==> src/core/rst_seq_pkg.sv <==
// package: constants, states and timing for the reset/halt sequencer
package rst_seq_pkg;
    // power-on interval, in input clock cycles
    localparam int unsigned POWERUP_CYCLES = 8;
    localparam logic [3:0]  POWERUP_LAST   = 4'h7;
    // float request held longer than this many periods tristates outputs
    localparam int unsigned FLOAT_CYCLES   = 8;
    localparam logic [3:0]  FLOAT_LIMIT    = 4'h8;
    // window after a pin-released reset in which reassertion halts at once
    localparam int unsigned HALT_WIN_CYCLES = 10;
    localparam logic [3:0]  HALT_WIN_LAST   = 4'h9;
    // reset sequence: call target and link register
    localparam logic [23:0] CALL_TARGET    = 24'h000000;
    localparam logic [3:0]  LINK_REG       = 4'he;
    // values after reset
    localparam logic [3:0]  CNT_RESET      = 4'h0;
    localparam logic        RUN_BIT_RESET  = 1'b0;

    typedef enum logic [2:0] {
        ST_POWERUP,
        ST_RESET,
        ST_SEQ_CALL,
        ST_SEQ_NOP,
        ST_RUN,
        ST_HALT
    } mode_e;

    typedef enum logic [1:0] {
        INS_NONE,
        INS_CALL,
        INS_NOP
    } ins_e;
endpackage : rst_seq_pkg

==> src/core/pin_sync.sv <==
// module: two-flop synchroniser with a third stage for edge detection
`timescale 1ns/1ps
module pin_sync #(
    parameter logic RESET_VAL = 1'b0
) (
    input  wire logic ref_clk,
    input  wire logic rst_n,
    input  wire logic pin,
    output logic      level,
    output logic      rise
);
    typedef struct packed {
        logic s1;
        logic s2;
        logic s3;
    } sync_s;

    sync_s st_q;
    sync_s st_d;

    // first stage feeds only the second; edges come from stages two and three
    always_comb begin
        st_d    = st_q;
        st_d.s1 = pin;
        st_d.s2 = st_q.s1;
        st_d.s3 = st_q.s2;
    end

    always_ff @(posedge ref_clk or negedge rst_n) begin
        if (!rst_n) begin
            st_q <= '{s1: RESET_VAL, s2: RESET_VAL, s3: RESET_VAL};
        end else begin
            st_q <= st_d;
        end
    end

    assign level = st_q.s2;
    assign rise  = st_q.s2 & ~st_q.s3;
endmodule : pin_sync

==> src/core/reset_halt_mode_sequencer.sv <==
// module: reset state, reset sequence, halt and run mode control
// Overview of operation
// - power detection forces reset state
// - both pins low holds reset state
// - reset pin rising edge enters reset
// - run bit 0-to-1 resets when pin high
// - first eight cycles always reset
// - reset state followed by call 0, nop
// - halt issues nops; parallel DMA continues
// - powerup end both low: stay reset
// - powerup end reset high: sequence, run
// - float high, reset low: sequence, halt
// - reset low or bit 0 halts run
// - reset pin beats run bit
// - leaving halt goes via reset, sequence
// - both low resets now, as powerup
// - reassert within ten cycles halts immediately
// - float over eight cycles tristates outputs
`timescale 1ns/1ps
module reset_halt_mode_sequencer (
    input  wire logic              ref_clk,
    input  wire logic              rst_n,
    input  wire logic              reset_input_low_n,
    input  wire logic              float_request_low_n,
    input  wire logic              run_bit,
    output logic                   core_reset,
    output rst_seq_pkg::ins_e      inject_ins,
    output logic [23:0]            call_target,
    output logic [3:0]             call_link_reg,
    output logic                   fetch_enable,
    output logic                   halted,
    output logic                   dma_enable,
    output logic                   outputs_float
);
    import rst_seq_pkg::*;

    logic rst_lvl;
    logic rst_rise;
    logic flt_lvl;

    // -------------------------------------------------------------------
    // pin synchronisers
    // -------------------------------------------------------------------
    pin_sync #(.RESET_VAL(1'b0)) u_sync_rst (
        .ref_clk (ref_clk),
        .rst_n   (rst_n),
        .pin     (reset_input_low_n),
        .level   (rst_lvl),
        .rise    (rst_rise)
    );

    pin_sync #(.RESET_VAL(1'b0)) u_sync_flt (
        .ref_clk (ref_clk),
        .rst_n   (rst_n),
        .pin     (float_request_low_n),
        .level   (flt_lvl),
        .rise    ()
    );

    typedef struct packed {
        mode_e      mode;
        logic [3:0] pu_cnt;
        logic [3:0] flt_cnt;
        logic [3:0] win_cnt;
        logic       win_act;
        logic       halt_next;
        logic       run_prev;
        logic       core_reset;
        ins_e       ins;
        logic       fetch;
        logic       halted;
        logic       flt_out;
        logic       dma;
    } seq_s;

    seq_s st_q;
    seq_s st_d;
    logic both_low;
    logic bit_rise;
    logic go_reset;

    // -------------------------------------------------------------------
    // sequencer
    // -------------------------------------------------------------------
    assign both_low = ~rst_lvl & ~flt_lvl;
    assign bit_rise = run_bit & ~st_q.run_prev;
    // pin edge, or run bit edge only while the pin is released
    assign go_reset = rst_rise | (bit_rise & rst_lvl);

    always_comb begin
        st_d          = st_q;
        st_d.run_prev = run_bit;
        // float-out counter saturates at the limit
        if (flt_lvl) begin
            st_d.flt_cnt = CNT_RESET;
        end else if (st_q.flt_cnt != FLOAT_LIMIT) begin
            st_d.flt_cnt = st_q.flt_cnt + 4'h1;
        end
        st_d.flt_out = (st_d.flt_cnt == FLOAT_LIMIT);
        // halt window opened by the pin releasing a reset
        if (st_q.win_act) begin
            st_d.win_cnt = st_q.win_cnt + 4'h1;
            if (st_q.win_cnt == HALT_WIN_LAST) begin
                st_d.win_act = 1'b0;
            end
        end
        if (st_q.win_act && !rst_lvl) begin
            st_d.halt_next = 1'b1;
            st_d.win_act   = 1'b0;
        end
        unique case (st_q.mode)
            ST_POWERUP: begin
                st_d.pu_cnt = st_q.pu_cnt + 4'h1;
                if (st_q.pu_cnt == POWERUP_LAST) begin
                    if (both_low) begin
                        st_d.mode = ST_RESET;
                    end else begin
                        st_d.halt_next = ~rst_lvl;
                        st_d.mode      = ST_SEQ_CALL;
                    end
                end
            end
            ST_RESET: begin
                // held while both pins low; leaves as from powerup
                if (!both_low) begin
                    st_d.halt_next = ~rst_lvl;
                    st_d.mode      = ST_SEQ_CALL;
                end
            end
            ST_SEQ_CALL: begin
                st_d.mode = ST_SEQ_NOP;
                if (rst_rise) begin
                    st_d.win_act = 1'b1;
                    st_d.win_cnt = CNT_RESET;
                end
            end
            ST_SEQ_NOP: begin
                // nops go on while the halt window is open, so a quick
                // reassert halts before any fetched instruction runs
                if (st_q.halt_next || !rst_lvl) begin
                    st_d.mode      = ST_HALT;
                    st_d.halt_next = 1'b0;
                    st_d.win_act   = 1'b0;
                end else if (!st_q.win_act) begin
                    st_d.mode      = ST_RUN;
                    st_d.halt_next = 1'b0;
                end
            end
            ST_RUN: begin
                // pin low wins over the bit; bit low also halts
                if (!rst_lvl || !run_bit) begin
                    st_d.mode = ST_HALT;
                end
            end
            ST_HALT: begin
                if (go_reset) begin
                    st_d.mode      = ST_SEQ_CALL;
                    st_d.halt_next = 1'b0;
                    st_d.win_act   = rst_rise;
                    st_d.win_cnt   = CNT_RESET;
                end
            end
        endcase
        // both pins low reset at once from anywhere after powerup
        if (st_q.mode != ST_POWERUP && both_low) begin
            st_d.mode    = ST_RESET;
            st_d.win_act = 1'b0;
        end else if (st_q.mode == ST_RUN && go_reset) begin
            st_d.mode    = ST_SEQ_CALL;
            st_d.win_act = rst_rise;
            st_d.win_cnt = CNT_RESET;
        end
        // registered outputs decoded from the next mode
        st_d.core_reset = (st_d.mode == ST_POWERUP) || (st_d.mode == ST_RESET) || (st_d.mode == ST_SEQ_CALL
                          && st_q.mode != ST_SEQ_CALL);
        st_d.ins    = (st_d.mode == ST_SEQ_CALL) ? INS_CALL :
                      ((st_d.mode == ST_SEQ_NOP) || (st_d.mode == ST_HALT)) ? INS_NOP : INS_NONE;
        st_d.fetch  = (st_d.mode == ST_RUN);
        st_d.halted = (st_d.mode == ST_HALT);
        st_d.dma    = ~st_d.core_reset; // dma kept alive in halt
    end

    // power detection is the asynchronous reset itself
    always_ff @(posedge ref_clk or negedge rst_n) begin
        if (!rst_n) begin
            st_q <= '{mode: ST_POWERUP, pu_cnt: CNT_RESET, flt_cnt: CNT_RESET, win_cnt: CNT_RESET,
                      win_act: 1'b0, halt_next: 1'b0, run_prev: RUN_BIT_RESET, core_reset: 1'b1,
                      ins: INS_NONE, fetch: 1'b0, halted: 1'b0, flt_out: 1'b0, dma: 1'b0};
        end else begin
            st_q <= st_d;
        end
    end

    assign core_reset    = st_q.core_reset;
    assign inject_ins    = st_q.ins;
    assign call_target   = CALL_TARGET;
    assign call_link_reg = LINK_REG;
    assign fetch_enable  = st_q.fetch;
    assign halted        = st_q.halted;
    assign dma_enable    = st_q.dma;
    assign outputs_float = st_q.flt_out;
endmodule : reset_halt_mode_sequencer

==> config.mk <==
export PLATFORM = sky130hd
export DESIGN_NAME = reset_halt_mode_sequencer
export DESIGN_NICKNAME = d
export VERILOG_FILES = /design/src/core/rst_seq_pkg.sv /design/src/core/pin_sync.sv /design/src/core/reset_halt_mode_sequencer.sv
export SDC_FILE = /design/constraint.sdc
export NUM_CORES = 1
export LEC_CHECK = 0
export ABC_AREA = 1
export BUFFER_PORTS_ARGS = -buffer_cell sky130_fd_sc_hd__buf_2
export CAP_MARGIN = 20
export CORE_MARGIN = 1.5
export CORE_UTILIZATION = 50
export DETAILED_ROUTE_END_ITERATION = 7
export PLACE_DENSITY = 0.86
export SLEW_MARGIN = 20
export SYNTH_ARGS = -nofsm -noshare
export SYNTH_HDL_FRONTEND = slang
export SYNTH_SLANG_ARGS = --single-unit
==> constraint.sdc <==
create_clock -name ref_clk -period 3.2 [get_ports ref_clk]
set_input_delay 0.16 -clock ref_clk [delete_from_list [all_inputs] [get_ports ref_clk]]
set_output_delay 0.16 -clock ref_clk [all_outputs]
set_load 0.005 [all_outputs]
==> metrics.csv, run 1 <==
stage;metric;value;unit
sta;minimum clock period;1.65;ns
grt;vias in the first global route;1245;
route;final wirelength;2930;um
placed_design;port bufs;11;
sta;worst slew pin tran;0.618;ns
sta;RSZ-0062 raised after global routing;no;
clock_tree;# Post-CTS Setup Buffers;0;
critical_path;CP required;3.37;ns
sta;Relative slew margins;0.588;
floorplanning;Die Y;63.7;um
floorplanning;die width;63.7;um
sta;Final Hold Vio Count;0;
synthesis;post-synthesis cell area;0.00184;mm^2
hold_path;worst hold path type;register to register;
floorplanning;full die area;0.00406;mm^2
synthesis;syn avg cell area;8.16;um^2
floorplanning;# rows;21;
placed_design;dpl hpwl;2280;um
clock_tree;CTS tree;yes;
power_and_ir_drop;worst vdd ir;0.000499;V
floorplanning;initial core utilization;0.536;
clock_tree;Root Driver;clkbuf_8;
clock_tree;Worst-Skew Late Latency;0.29;ns
grt;global-route wire length before repair;5180;um
sta;final setup violation count;0;
route;vias after detailed routing;1338;
sta;achievable frequency;606;MHz
sta;fin crit share;0.516;
final_layout;Fill cells;326;
grt;Total GRT Usage;0.168;
clock_tree;CTS Hold Bufs;4;
final_layout;fin cells;288;
critical_path;R2R cell count;9;
critical_path;critical path endpoint category;register;
clock_tree;Clock Sinks;30;
clock_tree;clk buf depth;2;
clock_tree;clk slew on worst S/H paths;0.07;ns
synthesis;sequential area share after synthesis;0.408;
clock_tree;H-tree depth;2;
synthesis;Yosys reg bits;30;
hold_path;Hold EP;u_sync_rst.level$_DFF_PN0_;
final_layout;area delta synth->final;5.22;%
route;Routed WL per cell;10.2;um
sta;Fin Setup TNS;0;ns
critical_path;Worst EP arrival;1.82;ns
synthesis;Yosys top cell by area;dfrtp_1;
grt;largest net degree at the start of global routing;31;
synthesis;YS warnings;0;
grt;gr ovfl total;0;
synthesis;Unique masters post-synth;31;
final_layout;antenna cells;0;
critical_path;r2r setup slk;1.55;ns
route;DR DRC count;0;
synthesis;post-synth top area share;0.393;
status;status;completed;
final_layout;Multi-input gate area;843;um^2
final_layout;commonest non-fill, non-tap cell in the layout;nand2_1;
sta;worst clock skew;0.00902;ns
synthesis;Cells after Synth;226;
hold_path;HP Start;u_sync_rst.st_d[1]$_DFF_PN0_;
grt;initial antenna violation count;0;
flow_run;Max Cap Viol;0;
clock_tree;post-CTS sizing;0;
route;DRT iter0 DRCs;41;
placed_design;Final GP Congestion;0.994;
critical_path;FF-to-FF Start;u_sync_rst.level$_DFF_PN0_;
clock_tree;CTS Buf Count;5;
placed_design;Cells after DPL;276;
critical_path;nature of the critical path startpoint;register;
power_and_ir_drop;Leakage Power;1.05;nW
final_layout;Finished Core Util;0.564;
floorplanning;Ports;40;
route;ANT nets after route;0;
route;DR pass1 iterations;4;
critical_path;crit-path max FO;10;
hold_path;Worst Hold Path Cells;0;
sta;final max-slew violation count;0;
final_layout;register area;752;um^2
floorplanning;core area;0.00344;mm^2
final_layout;most frequent cells in the layout;40 x nand2_1, 29 x dfrtp_1, 28 x conb_1, 24 x nor2_1, 23 x inv_1;
critical_path;reg2reg end;inject_ins[1]$_DFF_PN0_;
power_and_ir_drop;Power per Cell Area;879;mW/mm^2
final_layout;nets@finish;251;
route;vias per inst;4.65;
critical_path;critical path type;register to register;
synthesis;top post-synthesis cells by area;dfrtp_1 39%, buf_4 13%, nand2_1 8.1%;
final_layout;share of layout cells above drive strength 1;0.165;
[metrics by stage]
step                      setup WS [ns]  hold slack, ns  area (um^2)  power [mW]
after floorplan                    1.81          -0.136         1940        1.28
after global placement             1.61           0.220         1810        1.37
after detailed placement           1.60           0.220         1810        1.40
after CTS                          1.56           0.354         1940        1.72
after global routing               1.37           0.355         1940        1.88
final                              1.55           0.351         1940        1.71
[where the power goes]
part	total, mW	internal (mW)	switching (mW)
sequential	0.618	0.497	0.121
combinational	0.775	0.293	0.482
clock	0.313	0.172	0.140
total	1.71	0.962	0.743
[layout make-up]
class,instances,area share
timing repair buffer,15,0.0490
tap,46,0.0297
inverter,26,0.0503
clock buffer,6,0.0426
multi-input combinational,163,0.435
clock inverter,2,0.00645
sequential,30,0.387
[synthesized netlist by cell type]
cell       n
nand2_1   40
buf_4     31
dfrtp_1   29
nor2_1    24
inv_1     23
nand3_1   17
o21ai_0    8
nand2_2    6
a21oi_1    5
ha_1       5
nor2_4     4
xor2_1     4
nand3b_1   3
a211oi_1   2
conb_1     2
inv_2      2
nand3_2    2
nor2_2     2
nor3_1     2
o211ai_1   2
o21ai_2    2
xnor2_1    2
buf_2      1
buf_6      1
clkinv_1   1
dfstp_2    1
mux2_2     1
nand4_1    1
nor4_1     1
o31ai_1    1
or2_2      1
[worst max-delay path by stage]
stage / from / slack [ns] / depth (start not counted) / to
after CTS: u_sync_rst.level$_DFF_PN0_ / 1.56 / 9 / inject_ins[1]$_DFF_PN0_
after detailed placement: u_sync_rst.level$_DFF_PN0_ / 1.60 / 9 / inject_ins[1]$_DFF_PN0_
after floorplan: st_q[23]$_DFF_PN0_ / 1.81 / 11 / inject_ins[1]$_DFF_PN0_
final: u_sync_rst.level$_DFF_PN0_ / 1.55 / 9 / inject_ins[1]$_DFF_PN0_
after global placement: st_q[23]$_DFF_PN0_ / 1.61 / 9 / inject_ins[1]$_DFF_PN0_
after global routing: st_q[23]$_DFF_PN0_ / 1.37 / 9 / fetch_enable$_DFF_PN0_
[registers in the layout, summed over array words and instances (netlist names)]
name              flops
halted                1
dma_enable            1
st_q                 18
inject_ins            2
u_sync_rst.st_d       1
core_reset            1
u_sync_rst.st_q       1
u_sync_flt.st_d       1
fetch_enable          1
outputs_float         1
u_sync_rst.level      1
u_sync_flt.level      1
[cells by family after synthesis]
group                      count (synthesis)  synth area share
AOI/OAI and AO/OA                         20            0.0651
xor gates and xnor gates                   6            0.0285
adders and majority gates                  5            0.0339
buffers and inverters                     59             0.188
DFF                                       30             0.408
muxes                                      1           0.00611
other                                      2           0.00407
and+or+nand+nor                          103             0.267
[metal layers]
metal,part of all wire,vias up,track usage
li1,-,684,-
met1,0.46,623,0.199
met2,0.49,29,0.276
met3,0.045,2,0.0634
met4,0.0062,0,0.0625
met5,0,-,0
[worst max-delay path: stages (launching register included)]
cell and delay [ns]:
dfrtp_1 0.55, nand2_1 0.16, nor2_1 0.15, nor2_1 0.06
nor2_1 0.22, a21oi_1 0.08, nand2_2 0.11, nand2_2 0.08
nand3_2 0.07, nand2_1 0.04
No activity file was read; power rests on OpenSTA's default activity.
==> run 2: changes to the inputs <==
Settings changed: ABC_AREA 1 to 0, CORE_UTILIZATION 50 to 48, PLACE_DENSITY 0.86 to 0.87.
Clock period 3.2 ns to 1.48 ns, I/O delays scaled along.
==> metrics.csv, run 2 <==
stage;metric;value;unit;change
clock_tree;clk buf depth;2;;unchanged
route;ANT nets after route;0;;unchanged
route;DR pass1 iterations;5;;+1
critical_path;Largest delay share family, worst path;simple AND/OR/NAND/NOR gates;;
synthesis;Post-synth ARST share;1.00;;unchanged
synthesis;sequential area share after synthesis;0.431;;+0.0228
synthesis;Post-synth EDFFs;0;;unchanged
floorplanning;core area;0.00342;mm^2;-0.76%
critical_path;critical path type;register to register;;
hold_path;worst hold path type;input port to async pin;;
route;Routed WL per cell;12.5;um;+23%
final_layout;commonest non-fill, non-tap cell in the layout;buf_4;;
power_and_ir_drop;worst vdd ir;0.00100;V;+100%
route;DR DRC count;0;;unchanged
final_layout;share of layout cells above drive strength 1;0.412;;+0.247
sta;minimum clock period;1.70;ns;+0.0477 ns
placed_design;port bufs;11;;unchanged
synthesis;most frequent cells after synthesis;30 x buf_4, 29 x dfrtp_1, 13 x nor2_1, 11 x nand2_1, 10 x a21oi_1;;
floorplanning;Die Y;63.3;um;-0.64%
critical_path;crit-path max FO;4;;-6
status;failing checks;negative setup slack;;
sta;final max-slew violation count;0;;unchanged
grt;Total GRT Usage;0.179;;+0.0110
final_layout;area delta synth->final;26.6;%;
sta;setup slack after layout;-0.218;ns;-1.77 ns
clock_tree;H-tree depth;2;;unchanged
sta;achievable frequency;589;MHz;-2.8%
floorplanning;Ports;40;;unchanged
final_layout;most frequent cells in the layout;37 x buf_4, 28 x conb_1, 25 x dfrtp_1, 12 x nor2_1, 11 x buf_2;;
clock_tree;CTS tree;yes;;
placed_design;Post-Place Worst Slack;-0.241;ns;-1.84 ns
route;final wirelength;3420;um;+17%
final_layout;register area;757;um^2;+0.67%
synthesis;YS warnings;0;;unchanged
grt;gr ovfl total;0;;unchanged
power_and_ir_drop;Leakage Power;1.08;nW;+2.1%
grt;global-route wire length before repair;5470;um;+5.6%
critical_path;Setup crit start;st_q[19]$_DFFE_PN0P_;;
final_layout;antenna cells;0;;unchanged
grt;largest net degree at the start of global routing;31;;unchanged
grt;initial antenna violation count;0;;unchanged
synthesis;Synth Area in Compound Gates;0.109;;+0.0438
final_layout;nets@finish;237;;-5.6%
critical_path;critical path buffer and inverter count;0;;unchanged
synthesis;Adder-Cell Fraction of Synth Area;0.0358;;+0.00190
synthesis;largest family of logic cells by synthesized area;simple AND/OR/NAND/NOR gates;;
synthesis;Unique masters post-synth;44;;+42%
power_and_ir_drop;Power per Cell Area;1720;mW/mm^2;+96%
critical_path;cell breakdown of the critical path;ha_2 -> and3b_2 -> mux2i_2 -> a32oi_2 -> and3_4 -> o311a_1;;
route;DRT iter0 DRCs;30;;-27%
synthesis;Yosys top cell by area;dfrtp_1;;
clock_tree;CTS Buf Count;5;;unchanged
sta;fin crit share;1.15;;+0.632
critical_path;CP required;1.75;ns;-1.62 ns
synthesis;post-synthesis mux area share;0.0308;;+0.0247
synthesis;Cells after Synth;175;;-23%
critical_path;nature of the critical path startpoint;register;;
synthesis;post-synth top area share;0.415;;+0.0220
synthesis;top post-synthesis cells by area;dfrtp_1 42%, buf_4 13%, ha_1 3.6%;;
floorplanning;initial core utilization;0.511;;-0.0244
critical_path;max incr delay on CP;0.40;ns;-0.15 ns
sta;final setup violation count;11;;+11
floorplanning;# rows;21;;unchanged
flow_run;Max Cap Viol;0;;unchanged
critical_path;Worst EP arrival;1.97;ns;+0.15 ns
grt;vias in the first global route;1243;;-0.16%
sta;RSZ-0062 raised after global routing;yes;;
clock_tree;Worst-Skew Late Latency;0.33;ns;+0.04 ns
clock_tree;Clock Sinks;30;;unchanged
final_layout;Multi-input gate area;901;um^2;+6.8%
floorplanning;full die area;0.00401;mm^2;-1.3%
critical_path;R2R cell count;6;;-3
critical_path;Slowest-stage cell, CP;dfrtp_1;;
synthesis;syn avg cell area;9.98;um^2;+22%
placed_design;dpl hpwl;2270;um;-0.25%
placed_design;Final GP Congestion;0.847;;-15%
synthesis;Post-Synth XOR/XNOR Area;0.0401;;+0.0116
clock_tree;Root Driver;clkbuf_4;;
critical_path;FF-to-FF Start;st_q[19]$_DFFE_PN0P_;;
clock_tree;clk slew on worst S/H paths;0.09;ns;+0.02 ns
status;status;finished, violations left;;
synthesis;simple-gate portion of the synthesized area;0.178;;-0.0890
route;vias per inst;4.92;;+6.0%
synthesis;Top FF cell, synth;dfrtp_1;;
sta;worst clock skew;0.00642;ns;-0.00260 ns
sta;Relative slew margins;0.570;;-0.0186
sta;Final Hold Vio Count;0;;unchanged
floorplanning;die width;63.3;um;-0.64%
synthesis;Yosys reg bits;30;;unchanged
critical_path;critical path endpoint category;register;;
sta;worst slew pin tran;0.646;ns;+0.0278 ns
route;vias after detailed routing;1349;;+0.82%
critical_path;reg2reg end;inject_ins[1]$_DFF_PN0_;;
synthesis;post-synthesis cell area;0.00175;mm^2;-5.3%
synthesis;most common cell in the synthesized netlist;buf_4;;
sta;Fin Setup TNS;-1.32;ns;-1.32 ns
final_layout;Fill cells;267;;-18%
final_layout;max FFs per register;18;;unchanged
critical_path;r2r setup slk;-0.22;ns;-1.77 ns
final_layout;Biggest register;st_q;;
-- run 2: cell count changes in the layout (fill, tap and decap cells not counted), moves of 5 or more --
cell	before	now
nand3_1	17	2
clkbuf_8	6	1
buf_4	0	37
nor2_1	24	12
nand2_2	6	1
inv_1	23	4
clkbuf_4	0	5
o21ai_0	8	2
nand2_1	40	10
nand2b_1	0	5
-- run 2: final cells by class --
class / count / area share
inverters: 7 / 0.0130
clock buffers: 7 / 0.0249
multi-input cells: 128 / 0.407
clock inverters: 1 / 0.00226
flip-flops and latches: 30 / 0.342
well taps: 46 / 0.0260
repair buffers: 55 / 0.184
-- run 2: power breakdown --
group          leakage [nW]  internal [mW]  total, mW  switching [mW]
clock network        0.0353          0.230      0.499           0.269
logic                 0.668           1.11       2.03           0.922
registers             0.373           1.06       1.27           0.209
-- run 2: worst max-delay path by stage --
stage | to | slack, ns | depth (start not counted)
2_1_floorplan | fetch_enable$_DFF_PN0_ | -0.11 | 7
3_3_place_gp | dma_enable$_DFF_PN0_ | -0.19 | 5
3_5_place_dp | fetch_enable$_DFF_PN0_ | -0.24 | 5
4_1_cts | fetch_enable$_DFF_PN0_ | -0.19 | 6
5_1_grt | halted$_DFF_PN0_ | -0.29 | 7
6_report | inject_ins[1]$_DFF_PN0_ | -0.22 | 6
-- run 2: stage by stage --
stage          utilization  cells  hold WS, ns  power, mW  cell area, um^2
6_report             0.647    274        0.288       3.80             2210
5_1_grt              0.647    274        0.337       4.08             2210
4_1_cts              0.607    267        0.302       3.51             2070
3_5_place_dp         0.565    253        0.135       2.87             1930
3_3_place_gp         0.565    253        0.131       2.82             1930
2_1_floorplan            -    201       -0.222       2.31             1860
-- run 2: routing by layer --
layer / up-vias / wire length (um) / GRT usage / part of all wire
met5: - / 0 / 0 / 0
met2: 49 / 1700 / 0.299 / 0.50
met3: 13 / 194 / 0.0482 / 0.057
met4: 0 / 106 / 0.0842 / 0.031
met1: 652 / 1430 / 0.213 / 0.42
li1: 635 / - / - / -
-- run 2: repair_timing --
item                       4_1_cts  5_1_grt
pin swaps                        5       12
resized for setup               11       25
gates cloned                     0        0
setup buffers                    2        7
hold endpoints to repair        32        0
hold buffers                     4        0
setup endpoints to repair       10       17
-- run 2: cell families (layout without fill, tap and decap cells) --
logic type | count (synthesis) | in the layout
buffers and inverters | 43 | 70
AND/OR/NAND/NOR | 53 | 53
multiplexers | 5 | 5
XOR/XNOR | 8 | 8
AO/OA/AOI/OAI | 29 | 29
other | 2 | 28
flip-flops | 30 | 30
adder cells (fa/ha/maj) | 5 | 5
==> run 3: changes to the inputs <==
Settings changed: CORE_MARGIN 1.5 to default, SKIP_CTS_REPAIR_TIMING from default to 1.
==> metrics.csv, run 3 (synthesis gave the netlist of run 2 again) <==
stage;metric;value;unit;change
hold_path;worst hold path type;input port to async pin;;
final_layout;max FFs per register;18;;unchanged
clock_tree;Root Driver;clkbuf_4;;
final_layout;Multi-input gate area;881;um^2;-2.2%
critical_path;critical path type;register to register;;
clock_tree;CTS tree;yes;;
placed_design;Post-Place Worst Slack;-0.265;ns;-0.0242 ns
placed_design;Placed Area;0.00191;mm^2;-1.2%
final_layout;Fill cells;275;;+3.0%
placed_design;dpl hpwl;2290;um;+0.64%
final_layout;nets@finish;232;;-2.1%
route;DRT iter0 DRCs;55;;+83%
sta;worst clock skew;0.0136;ns;+0.00722 ns
route;final wirelength;3430;um;about the same
sta;minimum clock period;1.69;ns;-0.0107 ns
status;failing checks;negative setup slack;;
route;vias after detailed routing;1356;;+0.52%
power_and_ir_drop;Power per Cell Area;1700;mW/mm^2;-0.98%
sta;Final Hold Vio Count;0;;unchanged
critical_path;crit-path max FO;5;;+1
placed_design;Final GP Congestion;0.943;;+11%
sta;RSZ-0062 raised after global routing;yes;;
sta;fin crit share;1.14;;-0.00724
clock_tree;Clock Sinks;30;;unchanged
clock_tree;CTS Buf Count;5;;unchanged
route;vias per inst;5.04;;+2.4%
power_and_ir_drop;Leakage Power;1.05;nW;-2.7%
power_and_ir_drop;PnR Total Power;3.66;mW;-3.8%
route;DR DRC count;0;;unchanged
critical_path;Worst EP arrival;1.93;ns;-0.04 ns
critical_path;max incr delay on CP;0.37;ns;-0.03 ns
final_layout;most frequent cells in the layout;30 x buf_4, 28 x conb_1, 25 x dfrtp_1, 12 x nor2_1, 11 x buf_2;;
sta;Relative slew margins;0.560;;-0.00934
final_layout;register area;757;um^2;unchanged
floorplanning;core area;0.00342;mm^2;unchanged
final_layout;area delta synth->final;23.0;%;
final_layout;fin cells;269;;-1.8%
placed_design;port bufs;11;;unchanged
grt;gr ovfl total;0;;unchanged
final_layout;Biggest register;st_q;;
sta;Fin Setup TNS;-1.14;ns;+0.184 ns
grt;Total GRT Usage;0.171;;-0.00756
floorplanning;initial core utilization;0.511;;unchanged
sta;final setup violation count;9;;-2
route;Routed WL per cell;12.7;um;+1.9%
sta;worst slew pin tran;0.660;ns;+0.0140 ns
power_and_ir_drop;worst vdd ir;0.000666;V;-33%
critical_path;cell breakdown of the critical path;ha_2 -> and3b_2 -> mux2i_1 -> a32oi_1 -> and3_4 -> nor4b_4;;
critical_path;critical path endpoint category;register;;
sta;achievable frequency;593;MHz;+0.64%
critical_path;nature of the critical path startpoint;register;;
clock_tree;Worst-Skew Late Latency;0.33;ns;about the same
final_layout;antenna cells;0;;unchanged
grt;global-route wire length before repair;5140;um;-6.1%
floorplanning;Die Y;62.3;um;-1.6%
clock_tree;H-tree depth;2;;unchanged
route;ANT nets after route;0;;unchanged
clock_tree;clk buf depth;2;;unchanged
floorplanning;Ports;40;;unchanged
critical_path;Largest delay share family, worst path;simple AND/OR/NAND/NOR gates;;
floorplanning;full die area;0.00388;mm^2;-3.1%
final_layout;design area;0.00215;mm^2;-2.8%
critical_path;CP required;1.72;ns;-0.03 ns
critical_path;critical path buffer and inverter count;0;;unchanged
floorplanning;die width;62.3;um;-1.6%
final_layout;commonest non-fill, non-tap cell in the layout;buf_4;;
final_layout;share of layout cells above drive strength 1;0.377;;-0.0356
final_layout;Finished Core Util;0.629;;-0.0183
critical_path;Slowest-stage cell, CP;dfrtp_1;;
clock_tree;clk slew on worst S/H paths;0.10;ns;about the same
grt;largest net degree at the start of global routing;31;;unchanged
route;DR pass1 iterations;6;;+1
grt;initial antenna violation count;0;;unchanged
sta;hold slack;0.295;ns;+0.00641 ns
grt;vias in the first global route;1166;;-6.2%
floorplanning;# rows;21;;unchanged
sta;setup slack after layout;-0.207;ns;+0.0107 ns
placed_design;Cells after DPL;250;;-1.2%
sta;final max-slew violation count;0;;unchanged
status;status;finished, violations left;;
flow_run;Max Cap Viol;0;;unchanged
## run 3: path summary, 6_finish.rpt
kind                                                   start                    endpoint  slack, ns  cells after the start
worst max-delay path                    st_q[18]$_DFFE_PN0P_      fetch_enable$_DFF_PN0_      -0.21                      6
worst min-delay path                                   rst_n          st_q[17]$_DFF_PN0_       0.29                      2
worst max register to register          st_q[18]$_DFFE_PN0P_      fetch_enable$_DFF_PN0_      -0.21                      6
worst min register to register  u_sync_flt.st_d[1]$_DFF_PN0_  u_sync_flt.level$_DFF_PN0_       0.34                      0
max in group asynchronous                              rst_n          st_q[23]$_DFF_PN0_       0.71                      2
min in group ref_clk                                 run_bit           st_q[9]$_DFF_PN0_       0.33                      6
## run 3: final cells by class
type	count	share of cell area
sequential	30	0.352
tap	46	0.0268
clock inverter	2	0.00466
inverter	7	0.0134
timing repair buffer	50	0.174
clock buffer	6	0.0192
multi-input combinational	128	0.410
## run 3: power breakdown
group | total (mW) | internal [mW] | switching, mW
Combinational | 1.91 | 1.03 | 0.877
Sequential | 1.29 | 1.06 | 0.224
Clock | 0.459 | 0.180 | 0.278
Total | 3.66 | 2.28 | 1.38
## run 3: layer usage
metal	vias to the layer above	wire, um	global-route usage
met5	-	0	0
met4	0	76	0.0785
met3	12	263	0.0607
met2	69	1700	0.272
met1	644	1380	0.207
li1	631	-	-
## run 3: worst register-to-register path, delay by kind of cell (launching register included)
family          cells  cell delay, ns
compound gates      1            0.11
fa+ha+maj           1            0.18
flops               1            0.37
mux                 1            0.23
simple gates        3            0.71
